$ cat config.mk
export PLATFORM = sky130hd
export DESIGN_NAME = instr_word_decode_timing
export DESIGN_NICKNAME = d
export VERILOG_FILES = /design/src/pkg/instr_decode_pkg.sv /design/src/pkg/decode_if.sv /design/src/hw/instr_field_decode.sv /design/src/hw/instr_word_decode_timing.sv
export SDC_FILE = /design/constraint.sdc
export NUM_CORES = 1
export LEC_CHECK = 0
export BUFFER_PORTS_ARGS = -buffer_cell sky130_fd_sc_hd__buf_2
export CAP_MARGIN = 10
export CORE_MARGIN = 3
export CORE_UTILIZATION = 53
export CTS_CLUSTER_SIZE = 16
export DETAILED_ROUTE_END_ITERATION = 12
export PLACE_DENSITY = 0.81
export SYNTH_ARGS = -nofsm -noshare
export SYNTH_HDL_FRONTEND = slang
export SYNTH_SLANG_ARGS = --single-unit
$ cat constraint.sdc
create_clock -name clk_sys -period 2.4 [get_ports clk_sys]
set_clock_uncertainty 0.05 [all_clocks]
set_input_delay 0.12 -clock clk_sys [delete_from_list [all_inputs] [get_ports clk_sys]]
set_output_delay 0.12 -clock clk_sys [all_outputs]
set_load 0.005 [all_outputs]
$ cat src/pkg/instr_decode_pkg.sv
// Function
// - every instruction is taken as one 14-bit word of opcode bits and operand bits.
// - every word is sorted into byte-oriented, bit-oriented or literal/control class.
// - a byte operation sends its result to the accumulator when the target bit is 0, to the register when 1.
// - the register location operand addresses locations 0x00 to 0x7F and picks the operand register.
// - a bit operation picks one of the eight bits of the addressed register by its position field.
// - a literal or control operation carries an immediate of 8 or 11 bits, by instruction.
// - opcode bits marked ignored match either value; tools should emit them as 0.
// - each instruction takes one cycle, or two with a no-operation second when a test succeeds or the pc changes.
// - each instruction cycle is exactly four consecutive oscillator periods.
// - a read-modify-write of a port register takes the pin levels as source, not the output latch.
// - writing the timer count register clears the prescaler when the prescaler is assigned to the timer.
package instr_decode_pkg;

    // ==========================================================
    // word layout
    localparam int INSTR_W   = 14;
    localparam int LOC_W     = 7;
    localparam int BITSEL_W  = 3;
    localparam int LIT_W     = 11;
    localparam int LIT_NARROW_W = 8;
    localparam int DEST_BIT  = 7;
    localparam int LOC_LSB   = 0;
    localparam int BITSEL_LSB = 7;
    localparam logic [INSTR_W-1:0] NOP_WORD = 14'h0000;

    // ==========================================================
    // sequencer
    localparam int QPER_CYCLE = 4;

    // ==========================================================
    // register port
    localparam int ADDR_W = 4;
    localparam logic [ADDR_W-1:0] REG_CTRL   = 4'h0;
    localparam logic [ADDR_W-1:0] REG_LOCS   = 4'h4;
    localparam logic [ADDR_W-1:0] REG_STATUS = 4'h8;
    localparam logic [ADDR_W-1:0] REG_COUNT  = 4'hC;
    localparam int CTRL_RUN_BIT   = 0;
    localparam int CTRL_PRESC_BIT = 1;
    localparam int LOCS_TIMER_LSB = 0;
    localparam int LOCS_PORTA_LSB = 8;
    localparam int LOCS_PORTB_LSB = 16;
    localparam logic [LOC_W-1:0] TIMER_LOC_RST = 7'h01;
    localparam logic [LOC_W-1:0] PORTA_LOC_RST = 7'h05;
    localparam logic [LOC_W-1:0] PORTB_LOC_RST = 7'h06;
    localparam logic             RUN_RST       = 1'b0;
    localparam logic             PRESC_RST     = 1'b0;

    typedef enum logic [1:0] {CLS_BYTE, CLS_BIT, CLS_LITCTL} instrClass_t;
    typedef enum logic [1:0] {PH_Q1, PH_Q2, PH_Q3, PH_Q4} phase_t;

endpackage

$ cat src/pkg/decode_if.sv
interface decode_if;
    import instr_decode_pkg::*;
    logic [INSTR_W-1:0] word;
    logic               load;
    logic               forceNop;
    logic [LOC_W-1:0]   timerLoc;
    logic [LOC_W-1:0]   portLocA;
    logic [LOC_W-1:0]   portLocB;
    logic               prescOn;
    instrClass_t        cls;
    logic [LOC_W-1:0]   loc;
    logic               toFile;
    logic [BITSEL_W-1:0] bitSel;
    logic [LIT_W-1:0]   literal;
    logic               litWide;
    logic               pcChange;
    logic               skipType;
    logic               isNop;
    logic               portSrc;
    logic               timerClr;

    modport decoder (input word, load, forceNop, timerLoc, portLocA, portLocB, prescOn,
                     output cls, loc, toFile, bitSel, literal, litWide, pcChange, skipType, isNop,
                     portSrc, timerClr);
    modport sequencer (output word, load, forceNop, timerLoc, portLocA, portLocB, prescOn,
                       input cls, loc, toFile, bitSel, literal, litWide, pcChange, skipType, isNop,
                       portSrc, timerClr);
endinterface

$ cat src/hw/instr_field_decode.sv
module instr_field_decode
    import instr_decode_pkg::*;
(
    // clock and reset
    input  wire logic clk_sys,
    input  wire logic srst,
    // decode carrier
    decode_if.decoder dec
);

    // ==========================================================
    // opcode sorting
    // three classes, ignored bits match
    function automatic instrClass_t classOf(input logic [INSTR_W-1:0] w);
        instrClass_t c;
        casez (w)
            14'b00_0000_0???_????: c = CLS_LITCTL;
            14'b00_????_????_????: c = CLS_BYTE;
            14'b01_????_????_????: c = CLS_BIT;
            default:               c = CLS_LITCTL;
        endcase
        return c;
    endfunction

    // branches, calls and returns change the pc
    function automatic logic pcChangeOf(input logic [INSTR_W-1:0] w);
        logic r;
        casez (w)
            14'b10_????_????_????: r = 1'b1;
            14'b11_01??_????_????: r = 1'b1;
            14'b00_0000_0000_100?: r = 1'b1;
            default:               r = 1'b0;
        endcase
        return r;
    endfunction

    function automatic logic skipOf(input logic [INSTR_W-1:0] w);
        logic r;
        casez (w)
            14'b00_1011_????_????: r = 1'b1;
            14'b00_1111_????_????: r = 1'b1;
            14'b01_1???_????_????: r = 1'b1;
            default:               r = 1'b0;
        endcase
        return r;
    endfunction

    // ==========================================================
    // next values
    instrClass_t         cls_d, cls_q;
    logic [LOC_W-1:0]    loc_d, loc_q;
    logic                toFile_d, toFile_q, litWide_d, litWide_q;
    logic [BITSEL_W-1:0] bitSel_d, bitSel_q;
    logic [LIT_W-1:0]    lit_d, lit_q;
    logic                pcChg_d, pcChg_q, skip_d, skip_q, nop_d, nop_q;
    logic                portSrc_d, portSrc_q, tClr_d, tClr_q;
    logic                writesLoc;

    always_comb
    begin
        writesLoc = 1'b0;
        cls_d     = cls_q;
        loc_d     = loc_q;
        toFile_d  = toFile_q;
        bitSel_d  = bitSel_q;
        lit_d     = lit_q;
        litWide_d = litWide_q;
        pcChg_d   = pcChg_q;
        skip_d    = skip_q;
        nop_d     = nop_q;
        portSrc_d = portSrc_q;
        tClr_d    = 1'b0;
        if (dec.load)
        begin
            cls_d     = classOf(dec.word);
            loc_d     = dec.word[LOC_LSB +: LOC_W];
            toFile_d  = dec.word[DEST_BIT];
            bitSel_d  = dec.word[BITSEL_LSB +: BITSEL_W];
            litWide_d = (dec.word[13:12] == 2'b10);
            lit_d     = litWide_d ? dec.word[LIT_W-1:0]
                                  : {3'h0, dec.word[LIT_NARROW_W-1:0]};
            pcChg_d   = pcChangeOf(dec.word);
            skip_d    = skipOf(dec.word);
            nop_d     = dec.forceNop;
            // byte op with target bit set, or bit set/clear
            writesLoc = ((cls_d == CLS_BYTE) && toFile_d) || (dec.word[13:11] == 3'b010);
            portSrc_d = !dec.forceNop && (cls_d != CLS_LITCTL)
                        && (loc_d == dec.portLocA || loc_d == dec.portLocB);
            tClr_d    = !dec.forceNop && writesLoc && dec.prescOn && (loc_d == dec.timerLoc);
        end
    end

    always_ff @(posedge clk_sys)
    begin
        if (srst)
        begin
            cls_q     <= CLS_LITCTL;
            loc_q     <= '0;
            toFile_q  <= 1'b0;
            bitSel_q  <= '0;
            lit_q     <= '0;
            litWide_q <= 1'b0;
            pcChg_q   <= 1'b0;
            skip_q    <= 1'b0;
            nop_q     <= 1'b1;
            portSrc_q <= 1'b0;
            tClr_q    <= 1'b0;
        end
        else
        begin
            cls_q     <= cls_d;
            loc_q     <= loc_d;
            toFile_q  <= toFile_d;
            bitSel_q  <= bitSel_d;
            lit_q     <= lit_d;
            litWide_q <= litWide_d;
            pcChg_q   <= pcChg_d;
            skip_q    <= skip_d;
            nop_q     <= nop_d;
            portSrc_q <= portSrc_d;
            tClr_q    <= tClr_d;
        end
    end

    assign dec.cls      = cls_q;
    assign dec.loc      = loc_q;
    assign dec.toFile   = toFile_q;
    assign dec.bitSel   = bitSel_q;
    assign dec.literal  = lit_q;
    assign dec.litWide  = litWide_q;
    assign dec.pcChange = pcChg_q;
    assign dec.skipType = skip_q;
    assign dec.isNop    = nop_q;
    assign dec.portSrc  = portSrc_q;
    assign dec.timerClr = tClr_q;
endmodule

$ cat src/hw/instr_word_decode_timing.sv
module instr_word_decode_timing
    import instr_decode_pkg::*;
#(
    parameter int DATA_W = 32
)
(
    // clock and reset
    input  wire logic                clk_sys,
    input  wire logic                srst,
    // program memory
    input  wire logic [INSTR_W-1:0]  instrWord,
    output logic                     fetchStrobe,
    // datapath feedback
    input  wire logic                testTrue,
    input  wire logic                pcWrite,
    // decoded controls
    output logic [1:0]               qPhase,
    output logic                     cycleEnd,
    output logic                     execNop,
    output instrClass_t              instrClass,
    output logic [LOC_W-1:0]         regLoc,
    output logic                     toFile,
    output logic [BITSEL_W-1:0]      bitSel,
    output logic [LIT_W-1:0]         literal,
    output logic                     litWide,
    output logic                     srcFromPins,
    output logic                     clrPrescaler,
    // register port
    input  wire logic [ADDR_W-1:0]   regAddr,
    input  wire logic [DATA_W-1:0]   regWdata,
    input  wire logic                regWr,
    input  wire logic                regRd,
    output logic [DATA_W-1:0]        regRdata
);

    decode_if dec ();

    instr_field_decode u_decode (
        .clk_sys (clk_sys),
        .srst    (srst),
        .dec     (dec)
    );

    // ==========================================================
    // control registers
    logic             run_d, run_q, presc_d, presc_q;
    logic [LOC_W-1:0] tLoc_d, tLoc_q, pA_d, pA_q, pB_d, pB_q;
    logic [DATA_W-1:0] rdata_d, rdata_q;
    logic [31:0]      count_d, count_q;

    // ==========================================================
    // quarter sequencer
    phase_t phase_d, phase_q;
    logic   flushPend_d, flushPend_q, flushNow;

    always_comb
    begin
        phase_d = phase_q;
        if (!run_q)
            phase_d = PH_Q1;
        else
        begin
            case (phase_q)
                PH_Q1:   phase_d = PH_Q2;
                PH_Q2:   phase_d = PH_Q3;
                PH_Q3:   phase_d = PH_Q4;
                PH_Q4:   phase_d = PH_Q1;
                default: phase_d = PH_Q1;
            endcase
        end
    end

    assign cycleEnd    = run_q && (phase_q == PH_Q4);
    assign fetchStrobe = cycleEnd;

    // a no-operation cycle cannot itself flush; feedback seen then is stale
    // flush on pc change or true test
    assign flushNow = cycleEnd && !dec.isNop
                      && (dec.pcChange || flushPend_q || pcWrite || (dec.skipType && testTrue));

    always_comb
    begin
        flushPend_d = flushPend_q;
        if (cycleEnd)
            flushPend_d = 1'b0;
        else if (run_q && !dec.isNop && (pcWrite || (dec.skipType && testTrue)))
            flushPend_d = 1'b1;
    end

    // fetched word replaced by a no-operation
    assign dec.load     = cycleEnd;
    assign dec.forceNop = flushNow;
    assign dec.word     = flushNow ? NOP_WORD : instrWord;
    assign dec.timerLoc = tLoc_q;
    assign dec.portLocA = pA_q;
    assign dec.portLocB = pB_q;
    assign dec.prescOn  = presc_q;

    always_ff @(posedge clk_sys)
    begin
        if (srst)
        begin
            phase_q     <= PH_Q1;
            flushPend_q <= 1'b0;
        end
        else
        begin
            phase_q     <= phase_d;
            flushPend_q <= flushPend_d;
        end
    end

    // ==========================================================
    // register port
    always_comb
    begin
        run_d   = run_q;
        presc_d = presc_q;
        tLoc_d  = tLoc_q;
        pA_d    = pA_q;
        pB_d    = pB_q;
        count_d = count_q;
        rdata_d = '0;
        if (cycleEnd && !dec.isNop)
            count_d = count_q + 32'h0000_0001;
        if (regWr)
        begin
            case (regAddr)
                REG_CTRL:
                begin
                    run_d   = regWdata[CTRL_RUN_BIT];
                    presc_d = regWdata[CTRL_PRESC_BIT];
                end
                REG_LOCS:
                begin
                    tLoc_d = regWdata[LOCS_TIMER_LSB +: LOC_W];
                    pA_d   = regWdata[LOCS_PORTA_LSB +: LOC_W];
                    pB_d   = regWdata[LOCS_PORTB_LSB +: LOC_W];
                end
                default: ;
            endcase
        end
        if (regRd)
        begin
            case (regAddr)
                REG_CTRL:   rdata_d = DATA_W'({presc_q, run_q});
                REG_LOCS:   rdata_d = DATA_W'({1'b0, pB_q, 1'b0, pA_q, 1'b0, tLoc_q});
                REG_STATUS: rdata_d = DATA_W'({flushPend_q, dec.isNop, dec.cls, phase_q});
                REG_COUNT:  rdata_d = DATA_W'(count_q);
                default:    rdata_d = '0;
            endcase
        end
    end

    always_ff @(posedge clk_sys)
    begin
        if (srst)
        begin
            run_q   <= RUN_RST;
            presc_q <= PRESC_RST;
            tLoc_q  <= TIMER_LOC_RST;
            pA_q    <= PORTA_LOC_RST;
            pB_q    <= PORTB_LOC_RST;
            count_q <= '0;
            rdata_q <= '0;
        end
        else
        begin
            run_q   <= run_d;
            presc_q <= presc_d;
            tLoc_q  <= tLoc_d;
            pA_q    <= pA_d;
            pB_q    <= pB_d;
            count_q <= count_d;
            rdata_q <= rdata_d;
        end
    end

    // ==========================================================
    // outputs
    assign qPhase       = phase_q;
    assign execNop      = dec.isNop;
    assign instrClass   = dec.cls;
    assign regLoc       = dec.loc;
    assign toFile       = dec.toFile;
    assign bitSel       = dec.bitSel;
    assign literal      = dec.literal;
    assign litWide      = dec.litWide;
    assign srcFromPins  = dec.portSrc;
    assign clrPrescaler = dec.timerClr;
    assign regRdata     = rdata_q;
endmodule

---- Word-level counts from Yosys, hierarchy flattened ----
Cells that the tools add are included.
word-level totals
  memories ................................ 0
  bits of input ports ..................... 56
  word-level logic and storage cells ...... 84
  ROM bits ................................ 0
  register bits ........................... 120
  bits in latches ......................... 0
  output and inout bits ................... 64
  memory bits (writable) .................. 0
operators by class
  equality and inequality tests ........... 18
  add/sub/neg operators ................... 1
  divide/modulo/power cells ............... 0
  multipliers ............................. 0
  shifts and indexed selects .............. 0
  reduce and logical (&&, ||, !) cells .... 33
  muxes and demuxes ....................... 9
  bitwise gates (word level) .............. 3
  order comparisons ....................... 0
operator list
  kind                     number
  $pmux W32 S4             1
  $add A32 B1 Y32 const B  1
  $eq A7 B7 Y1             3
  $mux W14                 1
  $eq A13 B3 Y1 const B    1
  $eq A4 B4 Y1 const B     3
  $eq A6 B4 Y1 const B     2
  $logic_and A1 B1 Y1      12
  $mux W11                 1
  $pmux W2 S4              1
  $reduce_or A2 Y1         4
  $logic_not A7 Y1         1
  $eq A2 B2 Y1 const B     3
  $eq A3 B2 Y1 const B     2
  $logic_not A2 Y1         3
  $logic_or A1 B1 Y1       6
  $reduce_or A3 Y1         2
  $eq A2 B1 Y1 const B     2
  $eq A4 B3 Y1 const B     1
  $logic_not A4 Y1         1
  $mux W2                  2
  $pmux W2 S2              1
  $reduce_and A2 Y1        2
  $not A1 Y1               3
  other kinds (3)          5

---- Logic depth before layout (Yosys ltp) ----
  depth after elaboration ................. 15
  depth in mapped cells ................... 8
  gate-level depth less buffers ........... 7

---- Modules after synthesis ----
Synthesis repeated with hierarchy kept, for this count alone.
second synthesis, totals
  cells, all modules ...................... 552
  area total of the unflattened synthesis .. 4908.5 µm²
by module, submodules not included
  module                    cells each  seq. area each (µm²)  area each (µm²)  instances
  instr_word_decode_timing  422         1801.7                3749.8           1
  instr_field_decode        130         420.4                 1158.6           1

---- Worst setup path after synthesis ----
No wires, ideal clock.
  path kind ............................... reg-to-reg
  start ................................... register phase_q[1], in the netlist qPhase[1]
  end ..................................... register count_q[12]
  clock period less this slack ............ 1.926 ns
  buffers on the path ..................... 0
  setup time .............................. 0.128 ns
  arrival time ............................ 1.748 ns
  slack ................................... 0.474 ns
  required time ........................... 2.222 ns
  stages on the path, launching flop included .. 8
  cells stage by stage .................... dfxtp_1 > ha_1 > nand3b_4 > or4_4 > nor2_4 > and4_1 > xnor2_1 > nor2_1
between the ends
  cells in the longest elaborated chain, start to end .. 3
ends and longest elaborated chain
  element                 line                             source
  from (decl)             instr_word_decode_timing.sv:53   phase_t phase_d, phase_q;
  from (signal assigned)  instr_word_decode_timing.sv:108  phase_q <= phase_d;
  $eq A2 B2 Y1            instr_word_decode_timing.sv:73   assign cycleEnd = run_q && (phase_q == PH_Q4);
  $logic_and A1 B1 Y1     instr_word_decode_timing.sv:73
  $logic_and A1 B1 Y1     instr_word_decode_timing.sv:124  if (cycleEnd && !dec.isNop)
  to (signal assigned)    instr_word_decode_timing.sv:174  count_q <= count_d;
  to (decl)               instr_word_decode_timing.sv:49   logic [31:0] count_d, count_q;
No other way between the ends.
A chain may end at the register's enable or synchronous reset.

---- Worst setup path in the final report ----
  start ................................... register phase_q[1], in the netlist qPhase[1]
  end ..................................... register count_q[28]
Same word-level chain as after synthesis.

==> reports/results.tsv <==
stage	metric	value	unit
place	HPWL after DPL	9.000	mm
timing	Final Hold Fails	0	
critical_path	worst endpoint required time	2.65	ns
timing	Slew @ Worst Pin	0.8225	ns
min_path	worst hold-check path type	in -> reg	
timing	max-slew violation count	0	
cells_and_area	share of final-layout standard cells stronger than drive strength 1	22.01	%
global_route	grt ovf	0	
power_and_ir_drop	static leakage	2.437	nW
floorplan	IO Pins	120	
floorplan	Chip Width	101.2	um
clock_network	TritonCTS clock tree	built	
floorplan	DIE HEIGHT	101.2	um
drt	per-cell via count in the routed design	5.705	
timing	RSZ-0062 raised after global routing	no	
critical_path	CP max stage delay	0.48	ns
min_path	hold depth	4	
critical_path	cell with the largest stage delay on the worst path	nor4_1	
critical_path	endpoint arrival time on the critical path	2.49	ns
cells_and_area	final std cells w/o fill	776	
global_route	vias in the first global route	4250	
min_path	worst-case hold path end point	u_decode.dec.timerClr	
clock_network	buffers from clock root to sink, at most	2	
synthesis	number of nets in the synthesized netlist	603	
clock_network	CTS clock-pin slew for the worst setup and hold paths	0.10	ns
synthesis	sequential fraction of the synthesis area	46.29	%
global_route	antenna violations before repair	0	
drt	number of vias after detailed routing	4427	
place	placed cell count	731	
timing	final sum of negative setup slack	0	ns
clock_network	number of clock sinks	111	
clock_network	number of buffers inserted during clock tree synthesis	9	
floorplan	Total Die Area	0.01024	sq mm
clock_network	clock network latency to the later pin of the worst-skew pair	0.37	ns
critical_path	source of the worst register-to-register timing path	qPhase[1]	
synthesis	number of storage elements in the synthesis netlist	111	
synthesis	Area contributors post-synth	dfxtp_1 46%, nand2_1 5.1%, nor2_1 5.0%, a21oi_1 3.6%, a22oi_1 3.1%	
clock_network	Clock Tree Root	clkbuf_8	
synthesis	number of warnings printed during yosys synthesis	0	
drt	detail-routed net length per standard cell	16.52	um
cells_and_area	net count reported at finish	724	
synthesis	count of cell types in the netlist	55	
critical_path	critical path type	reg -> reg	
critical_path	crit end category	flop	
critical_path	number of cells on the worst reg-to-reg path	7	
critical_path	crit-path cells	ha_1 -> nand3b_4 -> nor4_1 -> nand4b_1 -> buf_4 -> or3_1 -> a21oi_1	
critical_path	flop-to-flop setup slack	0.17	ns
timing	maximum clock frequency	447.8	MHz
floorplan	Initial Utilization	54.78	%
power_and_ir_drop	worst voltage drop across the vdd grid	276.6	uV
drt	detailed-routing iteration count for the pre-antenna-repair pass	5	
synthesis	average cell area after synthesis	8.841	sq um
cells_and_area	area grow syn2layout	23.30	%
clock_network	H-tree Lvls	3	
drt	count of routing violations after the opening detailed-route iteration	400	
timing	post-route clock period utilization	93.04	%
synthesis	Synth top area share	46.29	%
timing	final-report setup violation count	0	
place	Final GP Congestion	0.8907	
place	count of buffers inserted at the top-level ports	108	
synthesis	EDFF count, synth	0	
timing	worst max-slew margin expressed relative to the limit	45.00	%
global_route	maximum number of pins on one net before global-route repair	28	
critical_path	end of the worst register-to-register path	count_q[28]	
synthesis	async set-reset flop share out of synthesis	0	%
global_route	total global routing track utilization	25.41	%
drt	wire length after detailed routing	12.82	mm
timing	time the worst path needs with I/O delays and setup	2.233	ns
synthesis	Synth Instances	543	
synthesis	largest area contributor in the synthesized netlist	dfxtp_1	
power_and_ir_drop	areal power density over the cells	575.8	mW/mm^2
min_path	HP Start	instrWord[13]	
floorplan	placeable core region	0.008763	sq mm
flow_run	max-cap viol count	0	
outcome	run status	finished, final reports clean	
cells_and_area	diode insertion count for antenna repair	0	
drt	drc violations	0	
drt	ANT nets after route	0	
floorplan	placement row count	34	
critical_path	maximum fanout count along the critical path	9	
synthesis	main flop type after synthesis	dfxtp_1	
synthesis	Post-Synthesis Cell Area	0.004801	sq mm
critical_path	type of origin of the critical path	flop	
global_route	wire length of the first global-routing pass	20.74	mm
cells in the final DEF, fill, tap and decap left out, types with 5 or more instances in the layout:
| master | instances |
|---|---|
| nor4bb_1 | 7 |
| a22oi_1 | 20 |
| o32ai_1 | 6 |
| o21ai_0 | 20 |
| and2_1 | 13 |
| a21oi_1 | 35 |
| dfxtp_1 | 111 |
| xor2_1 | 14 |
| nor2_1 | 64 |
| nand3_1 | 10 |
| dlygate4sd3_1 | 28 |
| nand2_1 | 65 |
| buf_4 | 14 |
| a22o_1 | 14 |
| a31oi_1 | 8 |
| and3_1 | 5 |
| clkbuf_8 | 11 |
| nand3b_1 | 7 |
| xnor2_1 | 16 |
| or3_1 | 11 |
| nand4_1 | 10 |
| inv_1 | 13 |
| nor3_1 | 5 |
| buf_2 | 109 |
state kept, by name, summed over array words and instances, names as in the netlist, 2 cells and up:
register	count
count_q	32
dec.portLocA	7
dec.portLocB	7
dec.timerLoc	7
qPhase	2
regRdata	32
u_decode.dec.bitSel	2
u_decode.dec.cls	2
u_decode.dec.literal	5
u_decode.dec.loc	6
power breakdown:
group          leakage, nW  total (mW)  switching [mW]  internal (mW)
Combinational         1.42       0.212           0.112          0.100
Sequential           0.894        1.86         0.00850           1.85
Clock                0.123        1.34           0.596          0.746
logic make-up after synthesis:
kind of cell    synth area share (%)
simple gates                   24.16
compound gates                 16.55
flops                          46.29
buf+inv                        5.160
xor+xnor                       5.473
mux                            1.329
fa+ha+maj                      1.043
cell usage after synthesis, drive strengths merged, types with 2 or more instances:
master / instances
mux2i: 3
a22oi: 20
or4: 2
a31oi: 8
clkbuf: 24
nor2: 65
nor2b: 3
and3b: 4
and2: 13
o21ai: 20
o32ai: 6
xor2: 14
nand4: 11
a222oi: 2
nor3b: 2
nand2: 65
nor4bb: 7
dfxtp: 111
or3: 11
nor4: 2
and4: 4
a22o: 14
inv: 13
nand3: 10
nor3: 6
a21o: 2
nor4b: 2
buf: 17
ha: 4
and3: 5
nand3b: 8
xnor2: 16
a21oi: 35
through the flow:
step	total power, mW	hold WS, ns	utilization [%]	instance area (sq um)	worst slack [ns]
4_1_cts	3.418	0.03847	67.33	5901	0.02077
3_5_place_dp	2.069	0.2853	61.34	5375	0.03094
6_report	3.408	0.04130	67.55	5919	0.1670
3_3_place_gp	2.064	0.2839	61.34	5375	0.1878
2_1_floorplan	1.990	0.1910	-	4801	0.4740
5_1_grt	3.508	0.07178	67.55	5919	0.02663
worst max-delay path: cells and delay by family (launching register included):
kind	cells	cell delay [ns]
fa+ha+maj	1	0.28
flops	1	0.41
compound gates	1	0.14
simple gates	4	1.11
buf+inv	1	0.19
layer usage:
metal / vias to the layer above / GRT usage (%) / wire length (um)
li1: 2145 / - / -
met1: 2103 / 33.04 / 5405
met2: 162 / 43.11 / 6467
met3: 17 / 4.752 / 758
met4: 0 / 7.566 / 191
met5: - / 0 / 0
repair_timing:
action / 4_1_cts / 5_1_grt
endpoints found under the hold margin: 31 / 0
buffers inserted: 0 / 1
gates resized for setup: 0 / 1
setup endpoints to repair: 0 / 6
hold buffers: 28 / 0
layout make-up:
class                           instances  area (sq um)
Multi-Input combinational cell        378          2337
Tap cell                              108         135.1
Inverter                               13         48.80
Clock inverter                          3         90.09
Sequential cell                       111          2222
Fill cell                             680          2844
Clock buffer                           12         155.1
Timing Repair Buffer                  151         930.9
worst max path at each step:
stage | startpoint | end | slack, ns
after floorplan | qPhase[1] | count_q[12] | 0.47
after global placement | qPhase[1] | u_decode.dec.literal[9] | 0.19
after detailed placement | qPhase[0] | u_decode.dec.literal[10] | 0.03
after CTS | qPhase[0] | u_decode.dec.literal[10] | 0.02
after global routing | qPhase[1] | count_q[28] | 0.03
final | qPhase[1] | count_q[28] | 0.17
(Power assumes the default switching activity.)
